## config.mk

```make
export PLATFORM = sky130hd
export DESIGN_NAME = frs_host
export DESIGN_NICKNAME = d
export VERILOG_FILES = /design/src/rtl/frs_pkg.sv /design/src/rtl/frs_host.sv
export VERILOG_INCLUDE_DIRS = /design/src /design/src/rtl
export SDC_FILE = /design/constraint.sdc
export NUM_CORES = 1
export LEC_CHECK = 0
export BUFFER_PORTS_ARGS = -buffer_cell sky130_fd_sc_hd__buf_2
export CORE_UTILIZATION = 64
export CTS_CLUSTER_DIAMETER = 200
export DETAILED_ROUTE_END_ITERATION = 12
export PLACE_DENSITY = 0.9
export SETUP_SLACK_MARGIN = 0.2
export SLEW_MARGIN = 10
export SYNTH_ARGS = -nofsm -noshare
export SYNTH_HDL_FRONTEND = slang
export SYNTH_SLANG_ARGS = --single-unit
```

## constraint.sdc

```tcl
create_clock -name I_SYS_CLK -period 4.6 [get_ports I_SYS_CLK]
set_clock_uncertainty 0.05 [all_clocks]
set_input_delay 0.92 -clock I_SYS_CLK [delete_from_list [all_inputs] [get_ports I_SYS_CLK]]
set_output_delay 0.92 -clock I_SYS_CLK [all_outputs]
set_load 0.02 [all_outputs]
```

## src/rtl/frs_map.svh

```systemverilog
// Constants for the flash reset sequencing host
`ifndef FRS_MAP_SVH
`define FRS_MAP_SVH

`define FRS_CLK_MHZ 50
`define FRS_CNT_W 16
`define FRS_SETUP_TIME_US 300
`define FRS_SETUP_CYC (`FRS_SETUP_TIME_US * `FRS_CLK_MHZ)
`define FRS_RPH_TIME_US 35
`define FRS_RPH_CYC (`FRS_RPH_TIME_US * `FRS_CLK_MHZ)
`define FRS_RP_TIME_NS 200
`define FRS_RP_CYC ((`FRS_RP_TIME_NS * `FRS_CLK_MHZ + 999) / 1000)
`define FRS_RH_TIME_NS 50
`define FRS_RH_CYC ((`FRS_RH_TIME_NS * `FRS_CLK_MHZ + 999) / 1000)

`endif

```

## src/rtl/frs_pkg.sv

```systemverilog
// Types for the flash reset sequencing host
`default_nettype none
package frs_pkg;
  typedef enum logic [2:0] {
    FRS_PWR_OFF,
    FRS_SUPPLY_SETUP,
    FRS_RESET_LOW,
    FRS_RESET_HIGH,
    FRS_WAIT_READY,
    FRS_ACTIVE
  } frs_state_type;
endpackage
`default_nettype wire

```

## src/rtl/frs_host.sv

```systemverilog
// Host sequencer driving reset and select gating of a parallel flash
`timescale 1ns/100ps
`default_nettype none
`include "frs_map.svh"

module frs_host #(
  parameter int SETUP_CYC = `FRS_SETUP_CYC
) (
  input wire logic I_SYS_CLK,          // 50 MHz system clock
  input wire logic I_RST_N,            // Asynchronous reset, active low
  input wire logic I_PWR_GOOD,         // Supplies at operating minimum
  input wire logic I_WARM_RESET_REQ,   // Pulse: request a warm reset
  input wire logic I_USER_CE_N,        // User chip enable, active low
  input wire logic I_USER_OE_N,        // User output enable, active low
  input wire logic I_READY_BUSY_OUT_N, // Device ready/busy, low is busy
  output logic O_FLASH_RESET_N,        // Flash reset pin, active low
  output logic O_FLASH_CE_N,           // Flash chip enable, active low
  output logic O_FLASH_OE_N,           // Flash output enable, active low
  output logic O_ACCESS_READY          // Accesses are being passed on
);

  localparam logic [`FRS_CNT_W-1:0] SETUP_LOAD = `FRS_CNT_W'(SETUP_CYC);
  localparam logic [`FRS_CNT_W-1:0] RPH_LOAD = `FRS_CNT_W'(`FRS_RPH_CYC);
  localparam logic [`FRS_CNT_W-1:0] RH_LOAD = `FRS_CNT_W'(`FRS_RH_CYC);
  localparam logic [`FRS_CNT_W-1:0] RP_LOAD = `FRS_CNT_W'(`FRS_RP_CYC);
  localparam logic [`FRS_CNT_W-1:0] CNT_ONE = `FRS_CNT_W'(1);
  localparam logic [`FRS_CNT_W-1:0] CNT_MAX = {`FRS_CNT_W{1'b1}};

  // ----------------------------------------------------------------
  // Sequencer
  // ----------------------------------------------------------------
  frs_pkg::frs_state_type state_reg, state_next;
  logic [`FRS_CNT_W-1:0] cnt_reg, cnt_next;
  logic reset_n_reg, reset_n_next;
  logic ce_n_reg, ce_n_next;
  logic oe_n_reg, oe_n_next;

  always_comb begin
    state_next = state_reg;
    cnt_next = cnt_reg;
    reset_n_next = reset_n_reg;
    ce_n_next = 1'b1;
    oe_n_next = 1'b1;
    if (!I_PWR_GOOD) begin
      state_next = frs_pkg::FRS_PWR_OFF;
      reset_n_next = 1'b0;
      cnt_next = '0;
    end else begin
      unique case (state_reg)
        frs_pkg::FRS_PWR_OFF: begin
          state_next = frs_pkg::FRS_SUPPLY_SETUP;
          reset_n_next = 1'b0;
          cnt_next = SETUP_LOAD;
        end
        frs_pkg::FRS_SUPPLY_SETUP: begin
          if (cnt_reg > CNT_ONE) begin
            cnt_next = cnt_reg - CNT_ONE;
          end else begin
            // warm interval starts at setup end
            state_next = frs_pkg::FRS_RESET_LOW;
            cnt_next = RPH_LOAD;
          end
        end
        frs_pkg::FRS_RESET_LOW: begin
          // reset low for the warm interval
          reset_n_next = 1'b0;
          if (cnt_reg > CNT_ONE) begin
            cnt_next = cnt_reg - CNT_ONE;
          end else begin
            state_next = frs_pkg::FRS_RESET_HIGH;
            reset_n_next = 1'b1;
            cnt_next = RH_LOAD;
          end
        end
        frs_pkg::FRS_RESET_HIGH: begin
          if (cnt_reg > CNT_ONE) begin
            cnt_next = cnt_reg - CNT_ONE;
          end else begin
            state_next = frs_pkg::FRS_WAIT_READY;
          end
        end
        frs_pkg::FRS_WAIT_READY: begin
          // Device may still run a full cold reset
          // select gated until sequence ends
          if (I_READY_BUSY_OUT_N) begin
            state_next = frs_pkg::FRS_ACTIVE;
          end
        end
        frs_pkg::FRS_ACTIVE: begin
          if (I_WARM_RESET_REQ) begin
            // one pulse length covers the warm interval
            state_next = frs_pkg::FRS_RESET_LOW;
            reset_n_next = 1'b0;
            cnt_next = RPH_LOAD;
          end else begin
            ce_n_next = I_USER_CE_N;
            oe_n_next = I_USER_OE_N;
          end
        end
        default: begin
          state_next = frs_pkg::FRS_PWR_OFF;
          reset_n_next = 1'b0;
          cnt_next = '0;
        end
      endcase
    end
  end

  always_ff @(posedge I_SYS_CLK or negedge I_RST_N) begin
    if (!I_RST_N) begin
      state_reg <= frs_pkg::FRS_PWR_OFF;
      cnt_reg <= '0;
      reset_n_reg <= 1'b0;
      ce_n_reg <= 1'b1;
      oe_n_reg <= 1'b1;
    end else begin
      state_reg <= state_next;
      cnt_reg <= cnt_next;
      reset_n_reg <= reset_n_next;
      ce_n_reg <= ce_n_next;
      oe_n_reg <= oe_n_next;
    end
  end

  assign O_FLASH_RESET_N = reset_n_reg;
  assign O_FLASH_CE_N = ce_n_reg;
  assign O_FLASH_OE_N = oe_n_reg;
  assign O_ACCESS_READY = (state_reg == frs_pkg::FRS_ACTIVE);

  // ----------------------------------------------------------------
  // Checks
  // ----------------------------------------------------------------
  logic [`FRS_CNT_W-1:0] pwr_cnt_reg, low_cnt_reg, high_cnt_reg;
  logic [`FRS_CNT_W-1:0] pwr_cnt_next, low_cnt_next, high_cnt_next;

  // Low count covers every cycle the pin was low
  always_comb begin
    pwr_cnt_next = pwr_cnt_reg;
    low_cnt_next = low_cnt_reg;
    high_cnt_next = high_cnt_reg;
    if (!I_PWR_GOOD) begin
      pwr_cnt_next = '0;
    end else if (pwr_cnt_reg != CNT_MAX) begin
      pwr_cnt_next = pwr_cnt_reg + CNT_ONE;
    end
    if (!reset_n_reg) begin
      high_cnt_next = '0;
      if (low_cnt_reg != CNT_MAX) begin
        low_cnt_next = low_cnt_reg + CNT_ONE;
      end
    end else begin
      if (!reset_n_next) begin
        low_cnt_next = '0;
      end
      if (high_cnt_reg != CNT_MAX) begin
        high_cnt_next = high_cnt_reg + CNT_ONE;
      end
    end
  end

  always_ff @(posedge I_SYS_CLK or negedge I_RST_N) begin
    if (!I_RST_N) begin
      pwr_cnt_reg <= '0;
      low_cnt_reg <= '0;
      high_cnt_reg <= '0;
    end else begin
      pwr_cnt_reg <= pwr_cnt_next;
      low_cnt_reg <= low_cnt_next;
      high_cnt_reg <= high_cnt_next;
    end
  end
endmodule
`default_nettype wire

```

==> impl_metrics.yaml <==
sta:
  finalCriticalPeriod_ps: 2767
  setup_slack_ps: 1833
  rsz0062_at_grt: "false"
  finalHoldViolCount: 0
  max-slew-margin-rel_pct: 55.37
  fin_setup_tns_ps: 0
  tightest_slew_ps: 669.5
  final_max_slew_viol_count: 0
  fin_crit_sh_pct: 60.16
  finalHoldWorstSlack_ps: 491.2
  fmax_ghz: 0.3614
  finalSetupViolations: 0
clocking:
  cts_tree: "yes"
  cts.sinks: 22
  clock_latency_ps: 310
  post_cts_buffers: 0
  post_cts_resize_count: 0
  numCtsBuffers: 3
  h-tree-depth: 1
  clock_path_buffers: 2
  cts-root-buf: "clkbuf_4"
  cts-hold-fix-buffers: 0
  path_clk_slew_ps: 120
global_routing:
  grt_overflow: 0
  grt_pass1_vias: 1186
  grt_use_total_pct: 30.27
  grt_max_degree: 23
  grt_pass1_wl_um: 5637
  antenna_found_initial: 0
logic_synthesis:
  syn_nets: 185
  avgSynthCellArea_um2: 8.460
  netlist_area_mm2: 0.001489
  seq_area_frac_synth_pct: 37.14
  ys_types: 49
  yosysTopAreaCell: "dfrtp_1"
  ys_top_cells_by_count: "23 x nand2_1, 20 x dfrtp_1, 13 x a21oi_1, 13 x o21ai_0, 11 x nor2_1"
  synth_seq_cells: 22
  yosysMostFrequentCell: "nand2_1"
  async_flop_share_pct: 100.0
  ys_warn_count: 0
  postSynthCellCount: 176
  synth_edf_count: 0
  synth_flop_cell: "dfrtp_1"
  netlist_top_cells_area: "dfrtp_1 34%, nand2_1 5.8%, a21oi_1 4.4%"
  synth_top_area_share_pct: 33.61
drt:
  drc: 0
  wl_per_cell_um: 16.75
  drtIter0Drc: 100
  route.vias.total: 1396
  via_per_inst: 6.712
  wl_um: 3484
  ant_nets: 0
  firstDrtPassIters: 4
worst_setup_path:
  cp.arrival_ps: 1800
  critPathKind: "reg -> out"
  cp_top_family: "flip-flops"
  path_cells: "nor2b_1, nand2_1, inv_1, buf_2"
  slowest_delay_ps: 700
  cp.buffers_inverters: 2
  critical_path.slowest_cell: "dfrtp_1"
  crit_required_ps: 3630
  crit_path_max_fanout: 19
  end_kind: "output pin"
  cp-start-kind: "register"
final_layout:
  nNetsFinal: 190
  largest_reg_flops: 16
  area_growth_pct: 4.286
  nFillCells: 175
  seqCellArea_um2: 553.0
  fin_area_mm2: 0.001553
  antenna_cells: 0
  multi_input_area_um2: 854.6
  layout-drive-gt1-share_pct: 12.78
  fin_util_pct: 70.19
worst_hold_path:
  hold_class: "reg -> reg"
floorplan:
  dieWidth_um: 50.24
  rows: 17
  num_io_pins: 11
  initial_core_util_pct: 67.31
  core_area_mm2: 0.002212
  die_area_mm2: 0.002524
  die-height_um: 50.24
placed_design:
  dp_hpwl_um: 2531
  placed_area_mm2: 0.001516
  pre_cts_ws_ps: 2014
  io_buffers: 10
  place_congestion: 0.9004
power_and_ir_drop:
  power_density_mw_per_mm2: 416.2
  vdd_drop_max_uv: 307.3
  leakage_nw: 0.7009
outcome:
  outcome: "finished clean"
flow_run:
  drv_cap: 0
==> placed cells by master (no fill, tap or decap), types with 2 or more instances in the layout <==
| cell type | n |
|---|---|
| nand2_1 | 23 |
| dfrtp_1 | 20 |
| o21ai_0 | 13 |
| a21oi_1 | 13 |
| nor2_1 | 11 |
| buf_2 | 10 |
| nor3_1 | 9 |
| nand3_1 | 7 |
| inv_1 | 4 |
| nand2b_1 | 4 |
| o31ai_1 | 4 |
| nor3b_1 | 3 |
| o21a_1 | 3 |
| a21o_1 | 3 |
| nand4_1 | 3 |
| clkbuf_4 | 3 |
| dfstp_2 | 2 |
| nor2b_1 | 2 |
| and2_1 | 2 |
| and4_1 | 2 |
| nor4_1 | 2 |
| nand3b_1 | 2 |
| o211ai_1 | 2 |
| a211oi_1 | 2 |
| xor2_1 | 2 |
| a211o_1 | 2 |
| o41ai_1 | 2 |
| a22oi_1 | 2 |
| or3_1 | 2 |
| o21ai_1 | 2 |
| ha_1 | 2 |
==> where the power goes <==
part	total, W	leakage, nW	internal (W)	switching [W]
Combinational	0.000253	0.396	0.000103	0.000150
Sequential	0.000287	0.284	0.000227	0.0000602
Clock	0.000106	0.0210	0.0000484	0.0000580
Total	0.000646	0.701	0.000378	0.000268
==> metrics by stage <==
step	power, W	cells
global placement	0.0005181	204
detailed placement	0.0005331	204
global route	0.0006859	208
finish	0.0006462	208
CTS	0.0006388	208
floorplan	0.0004715	176
==> logic make-up (layout without fill, tap and decap cells) <==
kind of cell / after synthesis / count (layout) / share of synthesized area, %
AND/OR/NAND/NOR: 77 / 77 / 27.90
adder cells (fa/ha/maj): 2 / 2 / 1.680
XOR/XNOR: 3 / 3 / 1.765
flip-flops: 22 / 22 / 37.14
buffers and inverters: 15 / 19 / 5.462
AO/OA/AOI/OAI: 57 / 57 / 26.05
==> worst reg2reg max path, stage by stage (launching register included) <==
cell and delay, ps:
dfrtp_1 390, inv_1 110, ha_1 280, o21a_1 230
and4_1 260, a31oi_4 360, clkinv_4 180, a21o_1 180
a211o_1 290
==> area by class of cell <==
| type | instances | area share (%) |
|---|---|---|
| Multi-Input combinational cell | 139 | 55.04 |
| Clock buffer | 4 | 2.337 |
| Tap cell | 28 | 2.256 |
| Timing Repair Buffer | 10 | 3.223 |
| Inverter | 5 | 1.531 |
| Sequential cell | 22 | 35.62 |
==> path summary, 6_finish.rpt <==
check                             startpoint             end  slack [ps]  depth (start not counted)
worst max-delay path            state_reg[0]  O_ACCESS_READY        1830                          4
worst min-delay path              cnt_reg[3]      cnt_reg[3]         490                          2
worst max register to register    cnt_reg[0]     cnt_reg[12]        2180                          8
worst min register to register    cnt_reg[3]      cnt_reg[3]         490                          2
max in group asynchronous            I_RST_N    O_FLASH_CE_N        3640                          1
min in group asynchronous            I_RST_N    state_reg[1]         500                          1
==> metal layers <==
layer / wire (um) / global-route usage [%] / vias to the layer above
met5: 0 / 0 / -
met4: 117 / 13.33 / 0
met3: 180 / 3.636 / 17
met2: 1608 / 47.56 / 65
met1: 1578 / 41.68 / 654
li1: - / - / 660
Power figures use the tool's default switching activity.
